--- config.mk ---
export PLATFORM = sky130hd
export DESIGN_NAME = crxbf_top
export DESIGN_NICKNAME = d
export VERILOG_FILES = /design/src/verilog/crxbf_pkg.sv /design/src/verilog/crxbf_slot.sv /design/src/verilog/crxbf_errcnt.sv /design/src/verilog/crxbf_top.sv
export VERILOG_INCLUDE_DIRS = /design/src /design/src/verilog
export SDC_FILE = /design/constraint.sdc
export NUM_CORES = 1
export LEC_CHECK = 0
export ABC_AREA = 1
export BUFFER_PORTS_ARGS = -buffer_cell sky130_fd_sc_hd__clkbuf_2
export CAP_MARGIN = 20
export CORE_MARGIN = 3
export CORE_UTILIZATION = 58
export DETAILED_ROUTE_END_ITERATION = 8
export PLACE_DENSITY_LB_ADDON = 0.2
export SKIP_CTS_REPAIR_TIMING = 1
export SYNTH_ARGS = -nofsm -noshare
export SYNTH_HDL_FRONTEND = slang
export SYNTH_SLANG_ARGS = --single-unit
--- constraint.sdc ---
create_clock -name i_ref_clk -period 2.86 [get_ports i_ref_clk]
set_clock_uncertainty 0.2 [all_clocks]
set_input_delay 0.572 -clock i_ref_clk [delete_from_list [all_inputs] [get_ports i_ref_clk]]
set_output_delay 0.572 -clock i_ref_clk [all_outputs]
set_load 0.05 [all_outputs]
--- src/verilog/crxbf_defines.svh ---
// Register map, field positions, reset values for the receive buffer control block
`ifndef CRXBF_DEFINES_SVH
`define CRXBF_DEFINES_SVH

`define CRXBF_ADDR_W 12
`define CRXBF_A_TX_BUF2_CONTROL 12'hf20
`define CRXBF_A_TX_BUF2_LENGTH 12'hf25
`define CRXBF_A_STAT_MC 12'hf2e
`define CRXBF_A_TX_BUF1_CONTROL 12'hf30
`define CRXBF_A_TX_BUF1_LENGTH 12'hf35
`define CRXBF_A_STAT_MB 12'hf3e
`define CRXBF_A_TX_BUF0_CONTROL 12'hf40
`define CRXBF_A_TX_BUF0_LENGTH 12'hf45
`define CRXBF_A_STAT_MA 12'hf4e
`define CRXBF_A_RX_BUF1_CONTROL 12'hf50
`define CRXBF_A_RX_BUF1_LENGTH 12'hf55
`define CRXBF_A_STAT_M0 12'hf5e
`define CRXBF_A_RX_BUF0_CONTROL 12'hf60
`define CRXBF_A_RX_BUF0_LENGTH 12'hf65
`define CRXBF_A_STAT 12'hf6e
`define CRXBF_A_CTRL 12'hf6f
`define CRXBF_A_BRG1 12'hf70
`define CRXBF_A_BRG2 12'hf71
`define CRXBF_A_BRG3 12'hf72
`define CRXBF_A_PINCTL 12'hf73
`define CRXBF_A_COMM_STATUS 12'hf74
`define CRXBF_A_RXERR 12'hf75
`define CRXBF_A_TXERR 12'hf76
`define CRXBF_A_MODECTL 12'hf77
// Locations of our own choosing for unprinted registers
`define CRXBF_A_PBCON_BASE 12'hde0
`define CRXBF_A_PBDLC_BASE 12'hde8
`define CRXBF_A_FEN_LO 12'hdf0
`define CRXBF_A_FEN_HI 12'hdf1
`define CRXBF_A_DFLC 12'hdf2
`define CRXBF_A_BUFDIR 12'hdf3
`define CRXBF_BLK_LO 12'hf00
`define CRXBF_BLK_HI 12'hf7f

`define CRXBF_BIT_FULL 7
`define CRXBF_BIT_ACCALL 6
`define CRXBF_BIT_RTR 5
`define CRXBF_BIT_RTRLEN 6
`define CRXBF_MODE_MSB 7
`define CRXBF_MODE_LSB 6
`define CRXBF_CFG_MSB 7

`define CRXBF_RST_FEN_LO 8'h3f
`define CRXBF_RST_FEN_HI 8'h10
`define CRXBF_RST_CTRL 8'h80
`define CRXBF_RST_BYTE 8'h00
`define CRXBF_DLC_MAX 4'h8
`define CRXBF_PASSIVE_LIM 8'h7f
`define CRXBF_BITS_DLC1 5'h08
`define CRXBF_BITS_DLC2 5'h10
`define CRXBF_BITS_DLC3 5'h12

`endif

--- src/verilog/crxbf_pkg.sv ---
// Types shared by the receive buffer control block
package crxbf_pkg;
    typedef logic [7:0] crxbf_byte_t;
    typedef logic [1:0] crxbf_mode_t;
    typedef logic [3:0] crxbf_hit_t;
endpackage

--- src/verilog/crxbf_slot.sv ---
// One programmable message buffer: control and length state
`timescale 1ns/1ns
`include "crxbf_defines.svh"
module crxbf_slot
    import crxbf_pkg::*;
(
    // Clock and reset
    input wire logic i_ref_clk,
    input wire logic i_srst,
    // Store request
    input wire logic i_store,
    input wire logic i_rtr,
    input wire crxbf_hit_t i_hit,
    input wire logic [3:0] i_dlc,
    // Software access
    input wire logic i_acc_wr,
    input wire logic i_full_wr,
    input wire crxbf_byte_t i_wdata,
    // State
    output logic o_full,
    output logic o_accept_all,
    output crxbf_byte_t o_con,
    output crxbf_byte_t o_dlc
);
    import crxbf_pkg::*;
    logic full_reg;
    logic acc_reg;
    logic rtr_reg;
    crxbf_hit_t hit_reg;
    logic [3:0] dlc_reg;
    wire take = i_store & ~full_reg;

    always_ff @(posedge i_ref_clk) begin
        if (i_srst) begin
            full_reg <= 1'b0;
            acc_reg <= 1'b0;
            rtr_reg <= 1'b0;
            hit_reg <= 4'h0;
            dlc_reg <= 4'h0;
        end else begin
            // Store wins over a software clear in the same cycle
            if (take) begin
                full_reg <= 1'b1; // [RL4]
            end else if (i_full_wr && !i_wdata[`CRXBF_BIT_FULL]) begin
                full_reg <= 1'b0;
            end
            if (i_acc_wr) begin
                acc_reg <= i_wdata[`CRXBF_BIT_ACCALL]; // [RL5]
            end
            if (take) begin
                rtr_reg <= i_rtr; // [RL6]
                hit_reg <= i_hit; // [RL7]
                dlc_reg <= i_dlc;
            end
        end
    end

    assign o_full = full_reg;
    assign o_accept_all = acc_reg;
    assign o_con = {full_reg, acc_reg, rtr_reg, 1'b0, hit_reg}; // [RL7]
    assign o_dlc = {1'b0, rtr_reg, 2'b00, dlc_reg}; // [RL8] [RL9]
endmodule

--- src/verilog/crxbf_errcnt.sv ---
// Receive error counter with error-passive detection
`timescale 1ns/1ns
`include "crxbf_defines.svh"
module crxbf_errcnt
    import crxbf_pkg::*;
(
    // Clock and reset
    input wire logic i_ref_clk,
    input wire logic i_srst,
    // Error events
    input wire logic i_inc,
    input wire logic i_inc8,
    input wire logic i_dec,
    // State
    output crxbf_byte_t o_count,
    output logic o_passive
);
    import crxbf_pkg::*;
    logic [8:0] cnt_reg;
    logic [8:0] cnt_next;
    wire [8:0] add_amt = i_inc8 ? 9'h008 : 9'h001;
    wire [8:0] sum = cnt_reg + add_amt;

    // Saturate at byte range; counter alone never forces bus-off
    always_comb begin
        cnt_next = cnt_reg;
        if (i_inc || i_inc8) begin
            cnt_next = (sum > 9'h0ff) ? 9'h0ff : sum;
        end else if (i_dec && cnt_reg != 9'h000) begin
            cnt_next = cnt_reg - 9'h001;
        end
    end

    always_ff @(posedge i_ref_clk) begin
        if (i_srst) begin
            cnt_reg <= 9'h000;
        end else begin
            cnt_reg <= cnt_next;
        end
    end

    assign o_count = cnt_reg[7:0];
    assign o_passive = (cnt_reg[7:0] > `CRXBF_PASSIVE_LIM); // [RL17]
endmodule

--- src/verilog/crxbf_top.sv ---
// Receive control of six programmable buffers, filter enables, register map
// Contract
// [RL1] Six buffers, each transmit or receive
// [RL2] Programmable registers only in modes 1, 2; code also enables them in mode 3
// [RL3] Transmit-select zero means receive buffer layout
// [RL4] Full set on store, blocks reload
// [RL5] Accept-all takes everything, bypasses filters
// [RL6] Control bit shows remote request
// [RL7] Five-bit field holds accepting filter number
// [RL8] Length bits 7, 5, 4 read zero
// [RL9] Length bit 6 shows remote request
// [RL10] Length code 0..8 valid, above reserved
// [RL11] Sixteen filter enables in two registers
// [RL12] Filter length writable only in configuration
// [RL13] Filter length five bits, zero in mode 0
// [RL14] Compared bits bounded by length code; code leaves reserved codes uncapped at the full filter length
// [RL15] Status mirrored at four more addresses
// [RL16] Unimplemented block addresses read zero
// [RL17] Error counter over 127 gives passive
// [RL18] Software clears full after reading all
`timescale 1ns/1ns
`include "crxbf_defines.svh"
module crxbf_top
    import crxbf_pkg::*;
#(
    parameter int NBUF = 6
)(
    // Clock and reset
    input wire logic i_ref_clk,
    input wire logic i_srst,
    // Register port
    input wire logic [`CRXBF_ADDR_W-1:0] i_addr,
    input wire logic i_wr,
    input wire logic i_rd,
    input wire crxbf_pkg::crxbf_byte_t i_wdata,
    output crxbf_pkg::crxbf_byte_t o_rdata,
    output logic o_rvalid,
    // Received frame from protocol engine
    input wire logic i_msg_done,
    input wire logic i_msg_valid,
    input wire logic i_msg_rtr,
    input wire logic [3:0] i_msg_dlc,
    input wire logic [15:0] i_filter_match,
    // Protocol engine status
    input wire crxbf_pkg::crxbf_byte_t i_opmode,
    input wire crxbf_pkg::crxbf_byte_t i_comm_status,
    input wire crxbf_pkg::crxbf_byte_t i_tx_errcnt,
    input wire logic i_rx_err,
    input wire logic i_rx_err8,
    input wire logic i_rx_ok,
    // Configuration outputs to engine
    output logic [15:0] o_filter_en,
    output logic [4:0] o_cmp_bits,
    output logic [NBUF-1:0] o_buf_full,
    output logic o_err_passive,
    output logic o_cfg_mode
);
    import crxbf_pkg::*;

    crxbf_byte_t ctrl_reg;
    crxbf_byte_t modectl_reg;
    crxbf_byte_t brg1_reg;
    crxbf_byte_t brg2_reg;
    crxbf_byte_t brg3_reg;
    crxbf_byte_t pinctl_reg;
    crxbf_byte_t fen_lo_reg;
    crxbf_byte_t fen_hi_reg;
    logic [4:0] dflc_reg;
    logic [NBUF-1:0] dir_reg;
    crxbf_byte_t rdata_reg;
    logic rvalid_reg;
    logic [4:0] cmp_reg;
    logic passive_reg;
    logic [NBUF-1:0] full_out_reg;
    crxbf_byte_t rdata_next;

    wire crxbf_mode_t mode = modectl_reg[`CRXBF_MODE_MSB:`CRXBF_MODE_LSB];
    wire enh = (mode != 2'b00); // [RL2]
    wire cfg = ctrl_reg[`CRXBF_CFG_MSB];
    wire [15:0] fen = {fen_hi_reg, fen_lo_reg}; // [RL11]

    // Lowest enabled matching filter wins
    logic [3:0] hit_idx;
    logic hit_any;
    always_comb begin
        hit_idx = 4'h0;
        hit_any = 1'b0;
        for (int i = 15; i >= 0; i--) begin
            if (i_filter_match[i] && fen[i]) begin
                hit_idx = 4'(i);
                hit_any = 1'b1;
            end
        end
    end

    // Pick first free receive buffer that will take this frame
    wire [NBUF-1:0] slot_full;
    wire [NBUF-1:0] slot_accall;
    wire [NBUF-1:0] can_take;
    logic [NBUF-1:0] store_vec;
    genvar g;
    generate
        for (g = 0; g < NBUF; g++) begin : g_take
            assign can_take[g] = ~dir_reg[g] & ~slot_full[g] & // [RL3]
                (slot_accall[g] | (i_msg_valid & hit_any)); // [RL5]
        end
    endgenerate

    always_comb begin
        store_vec = '0;
        for (int i = NBUF - 1; i >= 0; i--) begin
            if (can_take[i]) begin
                store_vec = '0;
                store_vec[i] = i_msg_done & enh;
            end
        end
    end

    // Programmable register decode
    wire in_con = (i_addr >= `CRXBF_A_PBCON_BASE) &&
        (i_addr < `CRXBF_A_PBCON_BASE + 12'(NBUF));
    wire in_dlc = (i_addr >= `CRXBF_A_PBDLC_BASE) &&
        (i_addr < `CRXBF_A_PBDLC_BASE + 12'(NBUF));
    wire [2:0] con_idx = 3'(i_addr - `CRXBF_A_PBCON_BASE);
    wire [2:0] dlc_idx = 3'(i_addr - `CRXBF_A_PBDLC_BASE);
    wire con_wr = i_wr & in_con & enh; // [RL2]
    wire cfg_wr = i_wr & enh & cfg; // [RL12]

    crxbf_byte_t slot_con [NBUF];
    crxbf_byte_t slot_dlc [NBUF];
    generate
        for (g = 0; g < NBUF; g++) begin : g_slot // [RL1]
            wire sel = con_wr && (con_idx == 3'(g)) && !dir_reg[g];
            crxbf_slot u_slot (
                .i_ref_clk(i_ref_clk),
                .i_srst(i_srst),
                .i_store(store_vec[g]),
                .i_rtr(i_msg_rtr),
                .i_hit(hit_idx),
                .i_dlc(i_msg_dlc),
                .i_acc_wr(sel),
                .i_full_wr(sel),
                .i_wdata(i_wdata),
                .o_full(slot_full[g]),
                .o_accept_all(slot_accall[g]),
                .o_con(slot_con[g]),
                .o_dlc(slot_dlc[g])
            );
        end
    endgenerate

    crxbf_byte_t rx_err;
    logic passive_w;
    crxbf_errcnt u_errcnt (
        .i_ref_clk(i_ref_clk),
        .i_srst(i_srst),
        .i_inc(i_rx_err),
        .i_inc8(i_rx_err8),
        .i_dec(i_rx_ok),
        .o_count(rx_err),
        .o_passive(passive_w)
    );

    // Compared data bits capped by length code; reserved codes are not capped and use the full filter length
    logic [4:0] cap;
    always_comb begin
        case (i_msg_dlc)
            4'h0: cap = 5'h00;
            4'h1: cap = `CRXBF_BITS_DLC1;
            4'h2: cap = `CRXBF_BITS_DLC2;
            default: cap = `CRXBF_BITS_DLC3;
        endcase
    end
    wire [4:0] dflc_eff = enh ? dflc_reg : 5'h00; // [RL13]
    wire [4:0] cmp_next = (dflc_eff < cap) ? dflc_eff : cap; // [RL14]
    wire dlc_reserved = (i_msg_dlc > `CRXBF_DLC_MAX); // [RL10]

    wire crxbf_byte_t stat_val = {i_opmode[7:5], 5'h00};
    wire is_stat = (i_addr == `CRXBF_A_STAT) || (i_addr == `CRXBF_A_STAT_M0) ||
        (i_addr == `CRXBF_A_STAT_MA) || (i_addr == `CRXBF_A_STAT_MB) ||
        (i_addr == `CRXBF_A_STAT_MC); // [RL15]

    // Read mux; anything unmatched reads zero
    always_comb begin
        rdata_next = `CRXBF_RST_BYTE; // [RL16]
        if (is_stat) begin
            rdata_next = stat_val;
        end else if (in_con && enh && con_idx < 3'(NBUF)) begin
            rdata_next = slot_con[con_idx]; // [RL3]
        end else if (in_dlc && enh && dlc_idx < 3'(NBUF)) begin
            rdata_next = slot_dlc[dlc_idx]; // [RL8]
        end else begin
            case (i_addr)
                `CRXBF_A_CTRL: rdata_next = ctrl_reg;
                `CRXBF_A_BRG1: rdata_next = brg1_reg;
                `CRXBF_A_BRG2: rdata_next = brg2_reg;
                `CRXBF_A_BRG3: rdata_next = brg3_reg;
                `CRXBF_A_PINCTL: rdata_next = pinctl_reg;
                `CRXBF_A_COMM_STATUS: rdata_next = i_comm_status;
                `CRXBF_A_RXERR: rdata_next = rx_err;
                `CRXBF_A_TXERR: rdata_next = i_tx_errcnt;
                `CRXBF_A_MODECTL: rdata_next = modectl_reg;
                `CRXBF_A_FEN_LO: rdata_next = enh ? fen_lo_reg : 8'h00;
                `CRXBF_A_FEN_HI: rdata_next = enh ? fen_hi_reg : 8'h00;
                `CRXBF_A_DFLC: rdata_next = {3'b000, dflc_eff}; // [RL13]
                `CRXBF_A_BUFDIR: rdata_next = {2'b00, dir_reg};
                default: rdata_next = `CRXBF_RST_BYTE;
            endcase
        end
    end

    always_ff @(posedge i_ref_clk) begin
        if (i_srst) begin
            ctrl_reg <= `CRXBF_RST_CTRL;
            modectl_reg <= `CRXBF_RST_BYTE;
            brg1_reg <= `CRXBF_RST_BYTE;
            brg2_reg <= `CRXBF_RST_BYTE;
            brg3_reg <= `CRXBF_RST_BYTE;
            pinctl_reg <= `CRXBF_RST_BYTE;
            fen_lo_reg <= `CRXBF_RST_FEN_LO;
            fen_hi_reg <= `CRXBF_RST_FEN_HI;
            dflc_reg <= 5'h00;
            dir_reg <= '0;
        end else if (i_wr) begin
            if (i_addr == `CRXBF_A_CTRL) ctrl_reg <= i_wdata;
            if (i_addr == `CRXBF_A_MODECTL) modectl_reg <= i_wdata;
            if (i_addr == `CRXBF_A_BRG1 && cfg) brg1_reg <= i_wdata;
            if (i_addr == `CRXBF_A_BRG2 && cfg) brg2_reg <= i_wdata;
            if (i_addr == `CRXBF_A_BRG3 && cfg) brg3_reg <= i_wdata;
            if (i_addr == `CRXBF_A_PINCTL) pinctl_reg <= i_wdata;
            if (i_addr == `CRXBF_A_FEN_LO && enh) fen_lo_reg <= i_wdata; // [RL11]
            if (i_addr == `CRXBF_A_FEN_HI && enh) fen_hi_reg <= i_wdata; // [RL11]
            if (cfg_wr && i_addr == `CRXBF_A_DFLC) dflc_reg <= i_wdata[4:0]; // [RL12]
            if (i_addr == `CRXBF_A_BUFDIR && enh) dir_reg <= i_wdata[NBUF-1:0];
        end
    end

    always_ff @(posedge i_ref_clk) begin
        if (i_srst) begin
            rdata_reg <= `CRXBF_RST_BYTE;
            rvalid_reg <= 1'b0;
            cmp_reg <= 5'h00;
            passive_reg <= 1'b0;
            full_out_reg <= '0;
        end else begin
            rdata_reg <= i_rd ? rdata_next : `CRXBF_RST_BYTE;
            rvalid_reg <= i_rd;
            cmp_reg <= dlc_reserved ? dflc_eff : cmp_next; // [RL14]
            passive_reg <= passive_w; // [RL17]
            full_out_reg <= slot_full;
        end
    end

    assign o_rdata = rdata_reg;
    assign o_rvalid = rvalid_reg;
    assign o_filter_en = {fen_hi_reg, fen_lo_reg};
    assign o_cmp_bits = cmp_reg;
    assign o_buf_full = full_out_reg;
    assign o_err_passive = passive_reg;
    assign o_cfg_mode = ctrl_reg[`CRXBF_CFG_MSB];

    // Per-buffer capture of a stored frame, and transmit buffers left alone
    generate
        for (g = 0; g < NBUF; g++) begin : g_chk

        end
    endgenerate
endmodule

[Yosys cells after proc, flatten, opt, wreduce, memory -nomap -nowiden]
Index checks and enable logic that the tools add are counted.
Word-level totals
  memory bits (read-only): 0
  input port bits: 74
  flip-flop bits (word level): 171
  output and inout bits: 38
  latch bits: 0
  memories kept: 0
  memory bits (writable): 0
  logic and storage cells: 286
Operators by class
  add/subtract/negate cells: 4
  mux-type cells: 70
  equality and inequality tests: 25
  shift operators: 0
  multiply operators: 0
  div/mod/pow operators: 0
  bitwise operators: 45
  $lt $le $gt $ge: 12
  reduce and logical (&&, ||, !) cells: 83
Operators by type and width (count)
  $eq 12x12->1 const B: 18
  $pmux 8 s13: 1
  $mux 8: 9
  $mux 4: 17
  $bmux 8 s3: 2
  $logic_and 1x1->1: 48
  $mux 6: 6
  $mux 1: 28
  $mux 9: 3
  $and 1x1->1: 24
  $ge 12x12->1 const B: 2
  $lt 12x12->1 const B: 2
  $reduce_and 2->1: 10
  $reduce_bool 2->1: 8
  $mux 5: 3
  $pmux 5 s3: 1
  $not 1->1: 13
  $add 9x9->9: 1
  $gt 9x8->1 const B: 1
  $reduce_bool 9->1: 1
  $sub 9x1->9 const B: 1
  $ge 4x4->1 const B: 2
  $gt 8x7->1 const B: 1
  $not 3->4: 2
  other kinds (16): 35

[Logic depth before layout (Yosys ltp)]
Gate-level depths: netlist of the first run.
  word-level depth: 28
  gate-level depth with buffers: 18

[Modules after synthesis]
Synthesis of the first run repeated with hierarchy kept, for this count alone.
Unflattened totals
  cell total of the unflattened synthesis: 1423
  area total of the unflattened synthesis: 10043.4 um^2
By module, submodules not included
  crxbf_top: cells an instance 853, times used 1, area each 5856.9 um^2
  crxbf_slot: cells an instance 68, times used 6, area each 528.0 um^2
  crxbf_errcnt: cells an instance 162, times used 1, area each 1018.5 um^2

[Worst setup path before layout of the first run]
OpenSTA, ideal clock, no wires.
  path type: input to register
  start: in i_rx_err8
  end: reg u_errcnt.cnt_reg[4]
  stages: 12
  data arrival time: 1.977 ns
  setup slack: 0.547 ns
  buffers on the path: 0
  path through: inv_1 > ha_1 > ha_1 > nand3_1 > nand2_1 > nand2_1 > nor2_1 > nand3_1 > xor2_1 > nand2_1 > o21ai_0 > a211oi_1
On the way
  cells in the longest elaborated chain, start to end: 5
  elaborated cells on any way between the ends: 7
  classes of those cells: add/sub (1); order compare (1); mux (3); reduce/logical (2)
RTL lines
  start, declared: RTL line crxbf_top.sv:49  | input wire logic i_rx_err8,
  $mux 4: RTL line crxbf_errcnt.sv:21  | wire [8:0] add_amt = i_inc8 ? 9'h008 : 9'h001;
  $add 9x9->9: RTL line crxbf_errcnt.sv:22  | wire [8:0] sum = cnt_reg + add_amt;
  $gt 9x8->1: RTL line crxbf_errcnt.sv:28  | cnt_next = (sum > 9'h0ff) ? 9'h0ff : sum;
  $mux 9: RTL line crxbf_errcnt.sv:28
  $mux 9: RTL line crxbf_errcnt.sv:27  | if (i_inc || i_inc8) begin
  end signal, assigned: RTL line crxbf_errcnt.sv:38  | cnt_reg <= cnt_next;
  end, declared: RTL line crxbf_errcnt.sv:19  | logic [8:0] cnt_reg;
Several ways; a longest one is shown, not always the timed one.
A chain may end at the register's enable or synchronous reset.

[Worst setup path after layout of the first run]
  start: reg u_errcnt.cnt_reg[0]
  end: reg u_errcnt.cnt_reg[0]
On the way
  cells in the longest elaborated chain, start to end: 4
  elaborated cells on any way between the ends: 9
  classes of those cells: add/sub (2); order compare (1); mux (3); reduce/logical (3)
RTL lines (RTL line)
  $add 9x9->9: crxbf_errcnt.sv:22
  $gt 9x8->1: crxbf_errcnt.sv:28
  $mux 9: crxbf_errcnt.sv:28
  $mux 9: crxbf_errcnt.sv:27
Several ways; a longest one is shown, not always the timed one. The select of a mux whose other input is x is not followed.

==> results.txt, run 1 <==
- Clock insertion delay at the later pin of the skew report: 0.45 ns
- Setup WS pre-CTS: 0.179 ns
- In the final layout, the share of cells above drive strength 1 is 18.2%.
- Critical path data arrival time: 2.62 ns
- Syn Inst Count: 1150
- The synthesized design devotes to its leading area cell type 40.7% of total area.
- Per-cell routed wire length: 17.8 µm
- Per report_power, the combinational group accounts for 8.3% of the total.
- Synthesis-to-layout area growth: 16.4%
- Violations in the final reports: design-rule violations
- The tree built by TritonCTS fans out to 171 sinks.
* Unrepaired setup endpoints after global routing: no
* Post-Syn Area: 8410 µm²
* Num ports: 112
* End of the worst register-to-register path: u_errcnt.cnt_reg[0]$_SDFFE_PP0P_
- In the final design database the tool counted 1347 nets.
- Share of synthesized area spent on multiplexers: 0%
* PnR worst setup slack: 0.358 ns
- Capturing element type of the critical path: register
* Count of standard-cell rows: 43
- N_diodes: 0
* Initial Util: 59.9%
* Max_slew headroom: 49.6%
- Summed over all nets, the half-perimeter wirelength after detailed placement is 18.6 mm.
* Overall Global Routing Usage: 32.2%
* Width of the chip: 126 µm
- The flow ran to the end, but the final reports show violations.
- Cell Area, Placed: 9210 µm²
- P_sw: 1.41 mW
* Global-route wire length before repair: 41.0 mm
- For this block, the initial DRC count from the detailed router was 892.
* Complex-gate fraction of the synthesized area: 25.4%
- Leakage: 4.12 nW
* Crit Path Class: register to register
- Worst-path fanout max: 6
* Cell at the root of the clock tree: sky130_fd_sc_hd__clkbuf_16
- Power share of the sequential group: 46.9%
* Most common cell in the netlist: sky130_fd_sc_hd__dfxtp_1
- Post-synth EDFFs: 0
- Type of the tightest min-delay check: primary input to register
- In this run the critical register-to-register path is launched from u_errcnt.cnt_reg[0]$_SDFFE_PP0P_.
- Wires add up to 26.0 mm.
- Initial antenna violation count: 0
- Maximum clock insertion buffer count: 2
- Worst reg2reg setup slack: 0.36 ns
- Post-synth top area cell: sky130_fd_sc_hd__dfxtp_1
- Cell-internal power: 3.76 mW
* Min-Delay Path Depth: 3
- Port bufs: 106
* Xor/xnor share of the synthesized area: 0.625%
- Seq/Total Area, Yosys: 40.7%
* Worst hold start: i_opmode[6]
- CTS tree: done
- The final count of hold timing violations came to 0.
- Global placement routability congestion: 0.967
- Leading post-synthesis cells by cell area: sky130_fd_sc_hd__dfxtp_1, sky130_fd_sc_hd__o21ai_0, sky130_fd_sc_hd__nand2_1, sky130_fd_sc_hd__a21oi_1, sky130_fd_sc_hd__inv_1
- Using the TritonRoute via totals, the vias-per-cell ratio works out to 5.96.
* Layout Cell Area excl Fill: 9790 µm²
* Clock transition at the register clock pins on the worst setup and hold paths after CTS: 0.07 ns
* Adder-cell share of the synthesized area: 1.04%
- Clock H-tree levels: 4
- The final count of pins violating max slew is 0.
- The commonest cells after synthesis are sky130_fd_sc_hd__dfxtp_1, sky130_fd_sc_hd__nand2_1, sky130_fd_sc_hd__inv_1.
- The filler cells instantiated in the layout total 1205.
- Vias: 8702
- Fraction of registers with async set/reset: 0%
- Switching share of power: 27.3%
* Syn_area_per_cell: 7.31 µm²
- Synthesized flop and latch total: 171
- The number of cells on the worst reg-to-reg path is 11.
- In this run, the clock network consumes 44.8% of the power.
* Area of the die: 16000 µm²
* Measured slew at the worst slew-check pin: 0.755 ns
* Ratio of final minimum period to clock period: 87.5%
* Post-synth cell types: 49
- Maximum number of pins on one net before global-route repair: 62
- The detail route stage leaves a number of antenna-violating nets equal to 0.
- The die is 126 µm tall.
- When the netlist entered floorplanning its net count stood at 1231.
* CORE AREA: 14000 µm²
- By area, the combinational part of the netlist is dominated by compound AO/OA/AOI/OAI gates.
- Yosys printed 0 warnings.
- WP data required: 2.98 ns
- Power density over the cells: 527 nW/µm²
* Number of global-route vias before repair: 7935
- Remaining global-route overflow: 0
* Nature of the critical path startpoint: register
- Cts bufs inserted: 17
- The most used flip-flop cell after synthesis is sky130_fd_sc_hd__dfxtp_1.
- Setup violations remaining at the end of the flow were counted as 0.
- Residual DRC count: 2
- Post-synthesis share of cell area spent on and, or, nand and nor gates: 22.7%
- Sum of negative setup slack: 0 ns
- Detailed-routing iteration count for the pre-antenna-repair pass: 9
- The path with the worst hold slack has its endpoint at o_rdata[6]$_SDFF_PP0_.
- Time the final worst path needs with I/O delays and setup: 2.50 ns
- Worst ir drop on vdd: 455 µV
* Max-Cap Viols: 0
* Peak clock frequency supported by timing: 400 MHz
==> how the worst max path moves through the flow <==
| stage | slack, ns | startpoint | depth (start not counted) | endpoint |
|---|---|---|---|---|
| after floorplan | 0.55 | i_rx_err8 | 12 | u_errcnt.cnt_reg[4]$_SDFFE_PP0P_ |
| after global placement | 0.24 | i_rx_err8 | 13 | u_errcnt.cnt_reg[4]$_SDFFE_PP0P_ |
| after detailed placement | 0.18 | i_rx_err8 | 13 | u_errcnt.cnt_reg[4]$_SDFFE_PP0P_ |
| after CTS | 0.44 | u_errcnt.cnt_reg[0]$_SDFFE_PP0P_ | 11 | u_errcnt.cnt_reg[0]$_SDFFE_PP0P_ |
| after global routing | 0.23 | u_errcnt.cnt_reg[0]$_SDFFE_PP0P_ | 11 | u_errcnt.cnt_reg[0]$_SDFFE_PP0P_ |
| final | 0.36 | u_errcnt.cnt_reg[0]$_SDFFE_PP0P_ | 11 | u_errcnt.cnt_reg[0]$_SDFFE_PP0P_ |
==> worst max-delay path: stages, from the launching register on <==
cell	delay, ns
sky130_fd_sc_hd__dfxtp_1	0.41
sky130_fd_sc_hd__ha_1	0.24
sky130_fd_sc_hd__ha_1	0.22
sky130_fd_sc_hd__nand3_1	0.13
sky130_fd_sc_hd__nand2_1	0.09
sky130_fd_sc_hd__nand2_1	0.06
sky130_fd_sc_hd__nor2_1	0.17
sky130_fd_sc_hd__nand3_1	0.11
sky130_fd_sc_hd__xor2_1	0.19
sky130_fd_sc_hd__nand2_1	0.20
sky130_fd_sc_hd__o21ai_0	0.26
sky130_fd_sc_hd__a21oi_1	0.11
==> final cells by class <==
class                           count  area, µm²  area share [%]
Clock buffer                       17        425            4.34
Clock inverter                     15        161            1.65
Inverter                          150        569            5.81
Multi-Input combinational cell    785       4180            42.7
Sequential cell                   171       3420            35.0
Tap cell                          180        225            2.30
Timing Repair Buffer              141        806            8.23
==> metal layers <==
layer  vias to the layer above  global-route usage (%)  part of all wire, %
li1                       4156                       -                    -
met1                      3943                    43.5                   41
met2                       527                    49.1                   44
met3                        76                    8.84                   12
met4                         0                    12.5                  2.7
met5                         -                       0                    0
==> power by group through the flow <==
stage	logic [mW]	registers (mW)	clock network, mW
floorplan	0.250	2.47	0
global placement	0.408	2.48	0
detailed placement	0.414	2.48	0
CTS	0.420	2.42	2.31
global route	0.470	2.42	2.42
finish	0.430	2.42	2.31
==> cell usage in the layout (no fill, tap or decap), types with 11 or more instances in the layout <==
cell type and instances:
sky130_fd_sc_hd__o21ai_0 127, sky130_fd_sc_hd__o22ai_1 16, sky130_fd_sc_hd__clkbuf_16 17, sky130_fd_sc_hd__inv_1 130, sky130_fd_sc_hd__nand2_1 159, sky130_fd_sc_hd__a21oi_1 109
sky130_fd_sc_hd__nor3_1 11, sky130_fd_sc_hd__nor2_1 118, sky130_fd_sc_hd__o21ai_1 15, sky130_fd_sc_hd__nand3_1 55, sky130_fd_sc_hd__a22oi_1 24, sky130_fd_sc_hd__buf_4 34
sky130_fd_sc_hd__a211oi_1 43, sky130_fd_sc_hd__clkbuf_2 106, sky130_fd_sc_hd__nand4_1 18, sky130_fd_sc_hd__dfxtp_1 171
==> through the flow <==
stage | hold slack [ns] | power [mW] | instances | utilization [%]
after global routing | 0.169 | 5.31 | 1459 | 69.7
after CTS | 0.165 | 5.15 | 1459 | 69.7
final | 0.168 | 5.16 | 1459 | 69.7
after detailed placement | 0.240 | 2.89 | 1427 | 65.6
after global placement | 0.232 | 2.88 | 1427 | 65.6
after floorplan | 0.224 | 2.72 | 1150 | -
==> logic make-up after synthesis <==
| logic type | count (synthesis) |
|---|---|
| flops | 171 |
| simple gates | 406 |
| xor+xnor | 6 |
| compound gates | 366 |
| buf+inv | 194 |
| fa+ha+maj | 7 |
No activity file was read; power rests on OpenSTA's default activity.
==> run 2, diff against run 1 <==
--- a/config.mk
+++ b/config.mk
@@ -7,13 +7,14 @@
 export NUM_CORES = 1
 export LEC_CHECK = 0
 export ABC_AREA = 1
-export BUFFER_PORTS_ARGS = -buffer_cell sky130_fd_sc_hd__clkbuf_2
 export CAP_MARGIN = 20
 export CORE_MARGIN = 3
-export CORE_UTILIZATION = 58
+export CORE_UTILIZATION = 55
 export DETAILED_ROUTE_END_ITERATION = 8
+export DONT_BUFFER_PORTS = 1
 export PLACE_DENSITY_LB_ADDON = 0.2
 export SKIP_CTS_REPAIR_TIMING = 1
+export SLEW_MARGIN = 20
 export SYNTH_ARGS = -nofsm -noshare
 export SYNTH_HDL_FRONTEND = slang
 export SYNTH_SLANG_ARGS = --single-unit
==> run 2 against run 1 <==
Effect of this change: the flow now finishes without violations; global-route usage decreased by 1.1 points; sequential power about the same; clock power rose by 3%; flip-flop and latch count unchanged; critical path depth fell by 1; routed wire length decreased by 0.48%; power is 0.27% lower; non-clock buffer count down 97; worst setup slack improved by 0.15 ns; sequential share of layout area is 1.6 points higher; register-to-register slack improved by 0.15 ns.
==> results.txt, run 2 (synthesized netlist as in run 1, its figures left out) <==
- Outcome: complete, no violations (was finished with violations).
- The final number of setup-violating endpoints was 0 (unchanged).
- The worst hold path class is primary input to register (unchanged).
- Post-DP HPWL: 18.7 mm (was 18.6 mm)
- The share of the core filled with cells came to 63.4% (was 69.7%).
- Cell family with the largest share of critical-path delay: simple AND/OR/NAND/NOR gates (unchanged)
- Most used cells in the layout excluding fill and tap cells: sky130_fd_sc_hd__dfxtp_1, sky130_fd_sc_hd__nand2_1, sky130_fd_sc_hd__inv_1 (unchanged)
- Cts bufs inserted: 17 (unchanged)
* Antenna violation net count after detailed routing: 0 (unchanged)
- The number of maximum-capacitance constraint violations was 0 (unchanged).
- The launch instance of the worst register-to-register path was modectl_reg[6]$_SDFFE_PP0P_ (was u_errcnt.cnt_reg[0]$_SDFFE_PP0P_).
- Initial Util: 57.0% (was 59.9%)
- Most frequent cell on the critical path: sky130_fd_sc_hd__nor2_1 (was sky130_fd_sc_hd__nand2_1)
- The final sum of negative setup slack is 0 ns (unchanged).
- The routability congestion estimate is 0.977 (was 0.967).
- Most common library cell in the layout ignoring fill and taps: sky130_fd_sc_hd__dfxtp_1 (unchanged)
* Clock transition at the register clock pins on the worst setup and hold paths after CTS: 0.07 ns (about the same)
- The number of antenna violations at the first check in global routing is 1 (was 0).
- Highest cell delay on the worst timing path: 0.38 ns (was 0.41 ns)
- Unrepaired setup endpoints after global routing: no (unchanged)
- Measured slew at the worst slew-check pin: 0.711 ns (was 0.755 ns)
- The overall power after layout is 5.15 mW (was 5.16 mW).
- Clk sink count: 171 (unchanged)
* Port bufs: 0 (was 106)
- The first-pass iteration count of the detailed router is 6 (was 9).
- The post-place instance area came to 8730 µm² (was 9210 µm²).
* Cell with the biggest individual delay on the critical path: sky130_fd_sc_hd__dfxtp_1 (unchanged)
- The via count of the first global-routing pass came to 7316 (was 7935).
- The first element of the critical path is modectl_reg[6]$_SDFFE_PP0P_ (was u_errcnt.cnt_reg[0]$_SDFFE_PP0P_).
- Post-detailed-route via-to-cell ratio: 5.96 (about the same)
- End of the worst register-to-register path: g_slot[1].u_slot.o_full$_SDFFE_PP0P_ (was u_errcnt.cnt_reg[0]$_SDFFE_PP0P_)
* Endpoint of the worst hold path: modectl_reg[3]$_SDFFE_PP0P_ (was o_rdata[6]$_SDFF_PP0_)
- Final number of max-transition violations: 0 (unchanged)
* Worst-path fanout max: 5 (was 6)
* Capturing element type of the critical path: register (unchanged)
- Area of the die: 16800 µm² (was 16000 µm²)
- The per-cell routed wire length is 19.0 µm (was 17.8 µm).
- The CTS tree is done (unchanged).
- The length of routed met3 wiring came to 2.76 mm (was 3.03 mm).
* Synthesis-to-layout area growth: 11.2% (was 16.4%)
- Maximum clock insertion buffer count: 2 (unchanged)
* Overall Global Routing Usage: 31.0% (was 32.2%)
* Vert. Die Dim: 130 µm (was 126 µm)
- The final-stage net count is 1250 (was 1347).
- The first-pass GRT wire length was 40.4 mm (was 41.0 mm).
- Layout Cell Area excl Fill: 9360 µm² (was 9790 µm²)
- The number of placement rows is 44 (was 43).
- Worst ir drop on vdd: 432 µV (was 455 µV)
- The detailed-route DRC error count was 0 (was 2).
* Clock H-tree levels: 4 (unchanged)
- The maximum number of pins on one net before global-route repair is 95 (was 62).
- Worst-path cell chain: nor2_1 > buf_4 > nor2_1 > nand3_1 > nor2_1 > nand2_1 > nor3_2 > nand3_1 > o21ai_0 > o21ai_1 (was ha_1 > ha_1 > nand3_1 > nand2_1 > nand2_1 > nor2_1 > nand3_1 > xor2_1 > nand2_1 > o21ai_0 > a21oi_1).
- The highest layer used for signal routing is met5 (was met4).
- Min-Delay Path Depth: 1 (was 3)
- The I/O pin total was 112 (unchanged).
* Nature of the critical path startpoint: register (unchanged)
* Remaining global-route overflow: 0 (unchanged)
- The shortest period the worst path allows is 2.35 ns (was 2.50 ns).
* Total routed wirelength: 25.9 mm (was 26.0 mm)
- The type of the worst setup path was register to register (unchanged).
- The origin of the worst min-delay path was i_srst (was i_opmode[6]).
- Non-Filler Instances: 1364 (was 1459)
- Power density over the cells: 551 nW/µm² (was 527 nW/µm²)
- WP data required: 2.98 ns (about the same)
- The number of inserted diodes is 0 (unchanged).
- The relative max-transition margin was 52.6% (was 49.6%).
- Worst r2r path cells: 10 (was 11)
- The data arrival time at the worst-slack endpoint came to 2.48 ns (was 2.62 ns).
- Width of the chip: 130 µm (was 126 µm)
- The minimum setup slack among reg-to-reg paths came to 0.51 ns (was 0.36 ns).
* Placed insts: 1332 (was 1427)
* Number of endpoints with negative hold slack in the final report: 0 (unchanged)
* Cell at the root of the clock tree: sky130_fd_sc_hd__clkbuf_16 (unchanged)
* Layout cell share with drive strength beyond 1: 11.2% (was 18.2%)
- Vias: 8128 (was 8702)
- CORE AREA: 14800 µm² (was 14000 µm²)
- The final worst-path cycle share was 82.3% (was 87.5%).
* Leakage: 3.72 nW (was 4.12 nW)
- Peak clock frequency supported by timing: 425 MHz (was 400 MHz)
- The number of DRC markers in iteration 0 came to 732 (was 892).
- Clock insertion delay at the later pin of the skew report: 0.44 ns (was 0.45 ns)
- The wire length the detailed router placed on met1 came to 11.4 mm (was 10.8 mm).
* Sum of buffers and inverters on the critical path: 1 (was 0)
* Total length of routed met2 wires: 11.3 mm (was 11.5 mm)
run 2: worst max-delay path by stage:
stage / end / cells after the start
finish: g_slot[1].u_slot.o_full$_SDFFE_PP0P_ / 10
detailed placement: g_slot[5].u_slot.dlc_reg[0]$_SDFFE_PP0P_ / 15
CTS: g_slot[5].u_slot.dlc_reg[0]$_SDFFE_PP0P_ / 15
global route: o_cmp_bits[1]$_SDFF_PP0_ / 12
floorplan: u_errcnt.cnt_reg[4]$_SDFFE_PP0P_ / 12
global placement: o_rdata[5]$_SDFF_PP0_ / 12
run 2: metrics by stage:
stage                     setup slack [ns]  hold WS (ns)
final                                0.507       0.00922
after global routing                 0.282       0.00292
after CTS                            0.565      -0.00323
after detailed placement             0.332         0.238
after global placement               0.344         0.232
after floorplan                      0.547         0.224
run 2: final cells by class:
type / count / area [µm²]
inverter: 150 / 569
tap: 184 / 230
sequential: 171 / 3420
clock inverter: 12 / 161
multi-input combinational: 785 / 4180
timing repair buffer: 44 / 348
clock buffer: 18 / 439
fill: 1327 / 5400
run 2: report_power, final:
part | internal [mW] | switching (mW)
logic | 0.0941 | 0.239
clock network | 1.40 | 0.989
registers | 2.40 | 0.0312
run 2: metal layers:
| layer | GRT usage (%) | up-vias |
|---|---|---|
| li1 | - | 3965 |
| met1 | 43.7 | 3730 |
| met2 | 47.0 | 389 |
| met3 | 8.49 | 42 |
| met4 | 8.50 | 2 |
| met5 | 0 | - |
run 2: worst register-to-register path, cell delays in order (launching register included):
cell                      delay [ns]
sky130_fd_sc_hd__dfxtp_1        0.38
sky130_fd_sc_hd__nor2_1         0.12
sky130_fd_sc_hd__buf_4          0.18
sky130_fd_sc_hd__nor2_1         0.09
sky130_fd_sc_hd__nand3_1        0.08
sky130_fd_sc_hd__nor2_1         0.24
sky130_fd_sc_hd__nand2_1        0.19
sky130_fd_sc_hd__nor3_2         0.31
sky130_fd_sc_hd__nand3_1        0.20
sky130_fd_sc_hd__o21ai_0        0.19
sky130_fd_sc_hd__o21ai_1        0.08
